## config.mk

```make
export PLATFORM = sky130hd
export DESIGN_NAME = xped_top
export DESIGN_NICKNAME = d
export VERILOG_FILES = /design/src/xped_pkg.sv /design/src/xped_cfg_reg.sv /design/src/xped_top.sv
export SDC_FILE = /design/constraint.sdc
export NUM_CORES = 1
export LEC_CHECK = 0
export BUFFER_PORTS_ARGS = -buffer_cell sky130_fd_sc_hd__buf_4
export CAP_MARGIN = 15
export CORE_MARGIN = 2
export CORE_UTILIZATION = 50
export DETAILED_ROUTE_END_ITERATION = 10
export PLACE_DENSITY = 0.85
export SKIP_CTS_REPAIR_TIMING = 1
export SLEW_MARGIN = 0
export SYNTH_ARGS = -nofsm -noshare
export SYNTH_HDL_FRONTEND = slang
export SYNTH_SLANG_ARGS = --single-unit
```

## constraint.sdc

```tcl
create_clock -name mclk_i -period 4 [get_ports mclk_i]
set_clock_uncertainty 0.15 [all_clocks]
set_input_delay 0.6 -clock mclk_i [delete_from_list [all_inputs] [get_ports mclk_i]]
set_output_delay 0.6 -clock mclk_i [all_outputs]
set_load 0.02 [all_outputs]
```

## src/xped_pkg.sv

```systemverilog
// constants for the peripheral enable and address decode block
package xped_pkg;
    localparam int          NUM_EN              = 11;
    localparam logic [15:0] CFG_ADDR            = 16'hF024;
    localparam logic [15:0] MIRROR_ADDR         = 16'hEB7E;
    localparam logic [15:0] CFG_RESET           = 16'h0005;
    localparam logic [15:0] CFG_WR_MASK         = 16'h07FF;
    localparam logic [15:0] EMU_MASK            = 16'h07D3;
    // bit positions inside the enable configuration
    localparam int          B_CAN1              = 0;
    localparam int          B_CAN2              = 1;
    localparam int          B_SRAM              = 2;
    localparam int          B_LRAM              = 3;
    localparam int          B_RTC               = 4;
    localparam int          B_FLASH             = 5;
    localparam int          B_PWM               = 6;
    localparam int          B_ASC               = 7;
    localparam int          B_SSC               = 8;
    localparam int          B_I2C               = 9;
    localparam int          B_MISC              = 10;
    // address windows, 24-bit
    localparam logic [23:0] SRAM_LO             = 24'h00_E000;
    localparam logic [23:0] SRAM_HI             = 24'h00_E7FF;
    localparam logic [23:0] SHR_LO              = 24'h00_E800;
    localparam logic [23:0] SHR_HI              = 24'h00_EFFF;
    localparam logic [23:0] SSC_LO              = 24'h00_E800;
    localparam logic [23:0] SSC_HI              = 24'h00_E8FF;
    localparam logic [23:0] ASC_LO              = 24'h00_E900;
    localparam logic [23:0] ASC_HI              = 24'h00_E9FF;
    localparam logic [23:0] I2C_LO              = 24'h00_EA00;
    localparam logic [23:0] I2C_HI              = 24'h00_EAFF;
    localparam logic [23:0] MISC_LO             = 24'h00_EB00;
    localparam logic [23:0] MISC_HI             = 24'h00_EBFF;
    localparam logic [23:0] PWM_LO              = 24'h00_EC00;
    localparam logic [23:0] PWM_HI              = 24'h00_ECFF;
    localparam logic [23:0] RTC_LO              = 24'h00_ED00;
    localparam logic [23:0] RTC_HI              = 24'h00_EDFF;
    localparam logic [23:0] CAN_LO              = 24'h00_EC00;
    localparam logic [23:0] CAN_HI              = 24'h00_EFFF;
    localparam logic [23:0] FLASH_LO            = 24'h09_0000;
    localparam logic [23:0] FLASH_HI            = 24'h0E_FFFF;
    localparam logic [23:0] LRAM_LO             = 24'h0F_0000;
    localparam logic [23:0] LRAM_HI             = 24'h0F_FFFF;
    localparam logic [7:0]  SEG8                = 8'h08;
    // route codes
    typedef enum logic [1:0] {
        XPED_RT_NONE = 2'b00,
        XPED_RT_INT  = 2'b01,
        XPED_RT_EXT  = 2'b10,
        XPED_RT_RSV  = 2'b11
    } xped_route_t;
endpackage

```

## src/xped_cfg_reg.sv

```systemverilog
// lockable 16-bit configuration register with registered read data
`timescale 1ns/1ps
module xped_cfg_reg #(
    parameter int          WIDTH = 16,
    parameter logic [15:0] RVAL  = 16'h0005,
    parameter logic [15:0] WMASK = 16'h07FF
) (
    input  wire logic             mclk_i,  // clock
    input  wire logic             rstn_i,  // async reset, low
    input  wire logic             we_i,    // write strobe
    input  wire logic             lock_i,  // writes ignored when high
    input  wire logic [WIDTH-1:0] wdata_i, // write data
    output logic      [WIDTH-1:0] q_o      // stored value
);
    // refused at elaboration, reset and mask constants are 16 bits wide
    if (WIDTH != 16) begin : g_width_check
        $error("xped_cfg_reg: WIDTH must be 16");
    end

    typedef struct packed {
        logic [WIDTH-1:0] val;
    } xped_cr_state_t;

    xped_cr_state_t st_reg;
    xped_cr_state_t st_next;

    always_comb begin
        st_next = st_reg;
        // reserved bits never stored, so they read as zero
        if (we_i && !lock_i) begin
            st_next.val = wdata_i & WMASK;
        end
    end

    always_ff @(posedge mclk_i or negedge rstn_i) begin
        if (!rstn_i) begin
            st_reg.val <= RVAL;
        end else begin
            st_reg <= st_next;
        end
    end

    assign q_o = st_reg.val;
endmodule

```

## src/xped_top.sv

```systemverilog
// peripheral enable configuration and address routing decode
// Behaviour
// - first CAN off; shared range external if all off
// - second CAN off; same shared range condition
// - small RAM off routes E000-E7FF external
// - large RAM off; F0000 external if flash off
// - clock calendar off; ED00 range shared condition
// - pulse width off; EC00-ECFF shared condition
// - flash off; 90000-EFFFF external if large off
// - async serial off; E900 range shared condition
// - sync serial off; E800 range shared condition
// - two wire off; EA00 range shared condition
// - misc off; EB00 range shared condition
// - all shared off: E800-EFFF to external bus
// - disabled module pins freed for general I/O
// - reset value 005h: first CAN, small RAM
// - writes ignored once global enable set
// - emulation mode: all enables read as set
// - segment 8 mapping by pin and enables
// - write-only mirror at EB7E, same bits
// - config register F024 read/write, bits 0-10
`timescale 1ns/1ps
module xped_top #(
    parameter int ADDR_W = 24
) (
    input  wire logic              mclk_i,          // cpu clock
    input  wire logic              rstn_i,          // async reset, low
    input  wire logic [15:0]       reg_addr_i,      // register address
    input  wire logic              reg_wr_i,        // register write strobe
    input  wire logic              reg_rd_i,        // register read strobe
    input  wire logic [15:0]       reg_wdata_i,     // write data
    output logic      [15:0]       reg_rdata_o,     // read data
    output logic                   reg_rvalid_o,    // read data valid
    input  wire logic              xperiph_en_i,    // global enable from system config
    input  wire logic              emu_mode_i,      // emulation mode
    input  wire logic              ext_access_i,    // external access pin level
    input  wire logic              acc_req_i,       // cpu access request
    input  wire logic [ADDR_W-1:0] acc_addr_i,      // cpu access address
    output logic                   acc_valid_o,     // routing result valid
    output logic      [1:0]        acc_route_o,     // route code
    output logic      [10:0]       mod_sel_o,       // one-hot module select
    output logic                   flash_sel_o,     // internal segment 8 flash
    output logic      [10:0]       mod_en_o,        // effective enables
    output logic      [10:0]       pin_gpio_o,      // module pins free as gpio
    output logic      [15:0]       mirror_o,        // emulation mirror contents
    output logic                   mirror_wr_o      // mirror written pulse
);
    // windows are 24-bit constants, other widths refused at elaboration
    if (ADDR_W != 24) begin : g_addr_w_check
        $error("xped_top: ADDR_W must be 24");
    end

    typedef struct packed {
        logic [15:0] rdata;
        logic        rvalid;
        logic        valid;
        logic [1:0]  route;
        logic [10:0] sel;
        logic        flash;
        logic [10:0] en;
        logic [10:0] gpio;
        logic [15:0] mirror;
        logic        mwr;
    } xped_state_t;

    xped_state_t st_reg;
    xped_state_t st_next;
    logic [15:0] cfg_q;
    logic        cfg_we;

    assign cfg_we = reg_wr_i && (reg_addr_i == xped_pkg::CFG_ADDR);

    xped_cfg_reg #(
        .WIDTH (16),
        .RVAL  (xped_pkg::CFG_RESET),
        .WMASK (xped_pkg::CFG_WR_MASK)
    ) u_cfg (
        .mclk_i  (mclk_i),
        .rstn_i  (rstn_i),
        .we_i    (cfg_we),
        .lock_i  (xperiph_en_i),
        .wdata_i (reg_wdata_i),
        .q_o     (cfg_q)
    );

    function automatic logic in_rng(input logic [23:0] a, input logic [23:0] lo,
                                    input logic [23:0] hi);
        in_rng = (a >= lo) && (a <= hi);
    endfunction

    always_comb begin
        logic [10:0] en;
        logic        shr_any;
        logic [23:0] a;
        logic        hit;
        en      = 11'h000;
        shr_any = 1'b0;
        a       = acc_addr_i;
        hit     = 1'b0;
        st_next = st_reg;

        en = emu_mode_i ? {11{1'b1}} : cfg_q[10:0];

        shr_any = en[xped_pkg::B_CAN1] | en[xped_pkg::B_CAN2] | en[xped_pkg::B_RTC]
                | en[xped_pkg::B_PWM] | en[xped_pkg::B_ASC] | en[xped_pkg::B_SSC]
                | en[xped_pkg::B_I2C] | en[xped_pkg::B_MISC];

        st_next.en   = en;
        st_next.gpio = ~en;

        // register read path, unmapped and write-only read as zero
        st_next.rvalid = reg_rd_i;
        st_next.rdata  = 16'h0000;
        if (reg_rd_i && reg_addr_i == xped_pkg::CFG_ADDR) begin
            st_next.rdata = emu_mode_i ? xped_pkg::CFG_WR_MASK : cfg_q;
        end

        st_next.mwr = reg_wr_i && (reg_addr_i == xped_pkg::MIRROR_ADDR);
        if (st_next.mwr) begin
            st_next.mirror = reg_wdata_i & xped_pkg::CFG_WR_MASK;
        end

        st_next.valid = acc_req_i;
        st_next.route = xped_pkg::XPED_RT_NONE;
        st_next.sel   = 11'h000;
        st_next.flash = 1'b0;
        if (acc_req_i) begin
            st_next.route = xped_pkg::XPED_RT_EXT;
            if (in_rng(a, xped_pkg::SRAM_LO, xped_pkg::SRAM_HI)
                && en[xped_pkg::B_SRAM]) begin
                st_next.sel[xped_pkg::B_SRAM] = 1'b1;
                hit = 1'b1;
            end
            if (in_rng(a, xped_pkg::SSC_LO, xped_pkg::SSC_HI) && en[xped_pkg::B_SSC]) begin
                st_next.sel[xped_pkg::B_SSC] = 1'b1;
                hit = 1'b1;
            end
            if (in_rng(a, xped_pkg::ASC_LO, xped_pkg::ASC_HI) && en[xped_pkg::B_ASC]) begin
                st_next.sel[xped_pkg::B_ASC] = 1'b1;
                hit = 1'b1;
            end
            if (in_rng(a, xped_pkg::I2C_LO, xped_pkg::I2C_HI) && en[xped_pkg::B_I2C]) begin
                st_next.sel[xped_pkg::B_I2C] = 1'b1;
                hit = 1'b1;
            end
            if (in_rng(a, xped_pkg::MISC_LO, xped_pkg::MISC_HI)
                && en[xped_pkg::B_MISC]) begin
                st_next.sel[xped_pkg::B_MISC] = 1'b1;
                hit = 1'b1;
            end
            if (in_rng(a, xped_pkg::PWM_LO, xped_pkg::PWM_HI) && en[xped_pkg::B_PWM]) begin
                st_next.sel[xped_pkg::B_PWM] = 1'b1;
                hit = 1'b1;
            end
            if (in_rng(a, xped_pkg::RTC_LO, xped_pkg::RTC_HI) && en[xped_pkg::B_RTC]) begin
                st_next.sel[xped_pkg::B_RTC] = 1'b1;
                hit = 1'b1;
            end
            // first CAN wins over second CAN; both share the upper window
            if (in_rng(a, xped_pkg::CAN_LO, xped_pkg::CAN_HI) && !hit) begin
                st_next.sel[xped_pkg::B_CAN1] = en[xped_pkg::B_CAN1];
                st_next.sel[xped_pkg::B_CAN2] = en[xped_pkg::B_CAN2]
                                              & ~en[xped_pkg::B_CAN1];
                hit = en[xped_pkg::B_CAN1] | en[xped_pkg::B_CAN2];
            end
            // shared window goes external only when all off
            if (in_rng(a, xped_pkg::SHR_LO, xped_pkg::SHR_HI) && !hit && shr_any) begin
                st_next.route = xped_pkg::XPED_RT_NONE;
            end
            if (in_rng(a, xped_pkg::FLASH_LO, xped_pkg::FLASH_HI)) begin
                if (en[xped_pkg::B_FLASH]) begin
                    st_next.sel[xped_pkg::B_FLASH] = 1'b1;
                    hit = 1'b1;
                end else if (en[xped_pkg::B_LRAM]) begin
                    st_next.route = xped_pkg::XPED_RT_NONE;
                end
            end
            if (in_rng(a, xped_pkg::LRAM_LO, xped_pkg::LRAM_HI)) begin
                if (en[xped_pkg::B_LRAM]) begin
                    st_next.sel[xped_pkg::B_LRAM] = 1'b1;
                    hit = 1'b1;
                end else if (en[xped_pkg::B_FLASH]) begin
                    st_next.route = xped_pkg::XPED_RT_NONE;
                end
            end
            if (a[23:16] == xped_pkg::SEG8) begin
                if (ext_access_i) begin
                    st_next.flash = 1'b1;
                    hit = 1'b1;
                end else if (xperiph_en_i && (en[xped_pkg::B_LRAM]
                                              | en[xped_pkg::B_FLASH])) begin
                    st_next.route = xped_pkg::XPED_RT_RSV;
                end
            end
            if (hit) begin
                st_next.route = xped_pkg::XPED_RT_INT;
            end
        end
    end

    always_ff @(posedge mclk_i or negedge rstn_i) begin
        if (!rstn_i) begin
            st_reg.rdata  <= 16'h0000;
            st_reg.rvalid <= 1'b0;
            st_reg.valid  <= 1'b0;
            st_reg.route  <= 2'b00;
            st_reg.sel    <= 11'h000;
            st_reg.flash  <= 1'b0;
            st_reg.en     <= xped_pkg::CFG_RESET[10:0];
            st_reg.gpio   <= ~xped_pkg::CFG_RESET[10:0];
            st_reg.mirror <= 16'h0000;
            st_reg.mwr    <= 1'b0;
        end else begin
            st_reg <= st_next;
        end
    end

    assign reg_rdata_o  = st_reg.rdata;
    assign reg_rvalid_o = st_reg.rvalid;
    assign acc_valid_o  = st_reg.valid;
    assign acc_route_o  = st_reg.route;
    assign mod_sel_o    = st_reg.sel;
    assign flash_sel_o  = st_reg.flash;
    assign mod_en_o     = st_reg.en;
    assign pin_gpio_o   = st_reg.gpio;
    assign mirror_o     = st_reg.mirror;
    assign mirror_wr_o  = st_reg.mwr;
endmodule

```

==> flow_metrics.tcl <==
set metrics [dict create \
    status "finished, final reports clean" \
    cts.clk_slew.worst_paths_ns 0.07 \
    syn_avg_cell_area_sq_um 12.66 \
    worstSetupStartpoint "reg_addr_i[0]" \
    multi_input_area_sq_um 919.6 \
    ir_drop_uv 196.6 \
    synthXorXnorAreaFrac 0 \
    tns_ns 0 \
    synth.ff_latch_count 72 \
    synth_top_family_by_area "simple AND/OR/NAND/NOR gates" \
    fillers 384 \
    die-area_sq_um 6344 \
    synth_area_sq_um 2861 \
    tightest_slew_ns 0.8442 \
    p_per_area_nw_per_um2 352.7 \
    path_class "input port to flop" \
    ys_seq_area_frac 0.6353 \
    fin_crit_sh 0.5751 \
    setup_viol 0 \
    crit_path_end_kind "flop" \
    synth_mux_area_frac 0.09357 \
    slew_headroom 0.4347 \
    hp-class "input port to async pin" \
    antennaDiodeCount 0 \
    worst-endpoint-arrival_ns 2.36 \
    p_leak_nw 2.024 \
    fmax_ghz 0.4347 \
    clkLatencyLatePin_ns 0.33 \
    cts_buffer_depth 2 \
    maxSlewViolCount 0 \
    wl_per_cell_microns 14.56 \
    drive_above_1_share 0.5141 \
    via_per_inst 5.148 \
    vias 2193 \
    grt_max_degree 73 \
    synth_top_cell_by_area "dfrtp_1" \
    design_area_sq_um 3940 \
    r2r-start "u_cfg.q_o[4]$_DFFE_PN0P_" \
    finalNonFillerCells 426 \
    drcViolationCount 0 \
    grt_pass1_wl_mm 10.33 \
    ys_warn_count 0 \
    synth-simple-area-share 0.1784 \
    period_minus_slack_ns 2.300 \
    synth_area_leaders "dfrtp_1 (52%), dfstp_2 (12%), mux2_2 (8.7%)" \
    syn-instance-count 226 \
    antenna_found_initial 0 \
    drt_iter0_markers 134 \
    synth-edff-count 0 \
    synthArstFlopShare 1.000 \
    dr.pass1.iters 4 \
    worstPathRequired_ns 4.06 \
    syn2layout_area_growth_pct 37.69 \
    grt.total_usage 0.2167 \
    synth_flop_cell "dfrtp_1" \
    rows 27 \
    coreArea_sq_um 5507 \
    synthAdderAreaFrac 0 \
    num_io_pins 135 \
    root_buffer "clkbuf_8" \
    wl_mm 6.203 \
    grt_overflow 0 \
    tritoncts "yes" \
    fin_nets 413 \
    startpoint_type "input port" \
    grt_pass1_vias 2200 \
    synth_compound_area_frac 0.03629 \
    dieHeight_microns 79.65 \
    finalHoldViolCount 0 \
    dp_cells 410 \
    synthMostInstantiatedCell "dfrtp_1" \
    yosys-top-cells-count "dfrtp_1 (59), nor2_1 (30), mux2_2 (22)" \
    regArea_sq_um 1818 \
    synth.top_cell.area_share 0.5160 \
    grt_setup_unrepaired "false" \
    cts.sinks 72 \
    die_w_microns 79.65 \
    cts_inserted_buffers 9 \
    crit_fanout 11 \
    start_util 0.5197 \
    placed_area_sq_um 3766 \
    htreeDepth 3 \
    ant_nets 0 \
    post_synth_num_cell_types 46 \
    place.gp.congestion 0.7742 \
    maxCapViolCount 0 \
    portBuffers 119 \
    dp_hpwl_mm 4.805 \
]
stage by stage:
step | setup slack [ns] | total power [mW] | utilization | hold slack, ns
floorplan | 1.977 | 0.8252 | - | 0.1544
detailed placement | 1.375 | 0.9112 | 0.6839 | 0.3418
finish | 1.700 | 1.390 | 0.7155 | 0.2167
global placement | 1.432 | 0.9082 | 0.6839 | 0.3306
CTS | 1.735 | 1.403 | 0.7155 | 0.2213
global route | 1.558 | 1.457 | 0.7155 | 0.2173
kinds of logic (layout without fill, tap and decap cells):
logic type,count (synthesis),in the layout
AND/OR/NAND/NOR,87,87
flip-flops,72,72
buffers and inverters,28,147
multiplexers,24,24
AO/OA/AOI/OAI,14,14
other,1,10
flip-flops by register name, indices dropped and copies added, names as in the netlist, 2 cells and up:
signal / cells
mod_sel_o: 11
reg_rdata_o: 11
u_cfg.q_o: 11
mirror_o: 11
acc_route_o: 2
pin_gpio_o: 11
mod_en_o: 11
cells in the final DEF (no fill, tap or decap), types with 2 or more instances in the layout:
master    count
a22oi_1       2
and3_1        3
and3_2        2
and4_2        2
buf_4       119
clkbuf_8     10
clkinv_2      3
conb_1       10
dfrtp_1      59
dfstp_2      13
inv_1        12
mux2_2       22
mux2i_1       2
nand2_1       7
nand3_1       4
nand4_1       6
nand4b_1      4
nor2_1       30
nor3_1       10
nor4_1        5
o211ai_1      2
metal layers:
metal  vias to the layer above  wire length, microns  GRT usage
met2                       117                  3089     0.3513
li1                       1022                     -          -
met1                      1037                  2426     0.2707
met3                        17                   517    0.05317
met5                         -                     0          0
met4                         0                   170     0.1086
report_power, final:
group	total (mW)	switching [mW]	internal, mW
Sequential	0.749	0.00358	0.745
Combinational	0.148	0.0832	0.0653
Clock	0.492	0.250	0.242
critical path: stages:
cell	delay (ns)
buf_4	0.11
nand4b_1	0.15
nor2_1	0.23
nand3_1	0.13
nor3b_2	0.73
mux2_2	0.42
final cells by class:
class                      count  area share
tap                           72     0.02286
sequential                    72      0.4614
inverter                      12     0.01143
clock inverter                 5    0.008257
clock buffer                  11     0.03588
timing repair buffer         119      0.2267
multi-input combinational    135      0.2334
worst paths after layout:
check	to	slack, ns	cells past startpoint
min in group mclk_i	reg_rvalid_o$_DFF_PN0_	0.24	1
max in group asynchronous	mod_sel_o[0]$_DFF_PN0_	2.95	1
setup reg to reg	acc_route_o[0]$_DFF_PN0_	2.38	5
setup / recovery	u_cfg.q_o[10]$_DFFE_PN0P_	1.70	6
hold / removal	reg_rdata_o[1]$_DFF_PN0_	0.22	1
hold reg to reg	pin_gpio_o[8]$_DFF_PN1_	0.34	1
No activity file was read; power rests on OpenSTA's default activity.
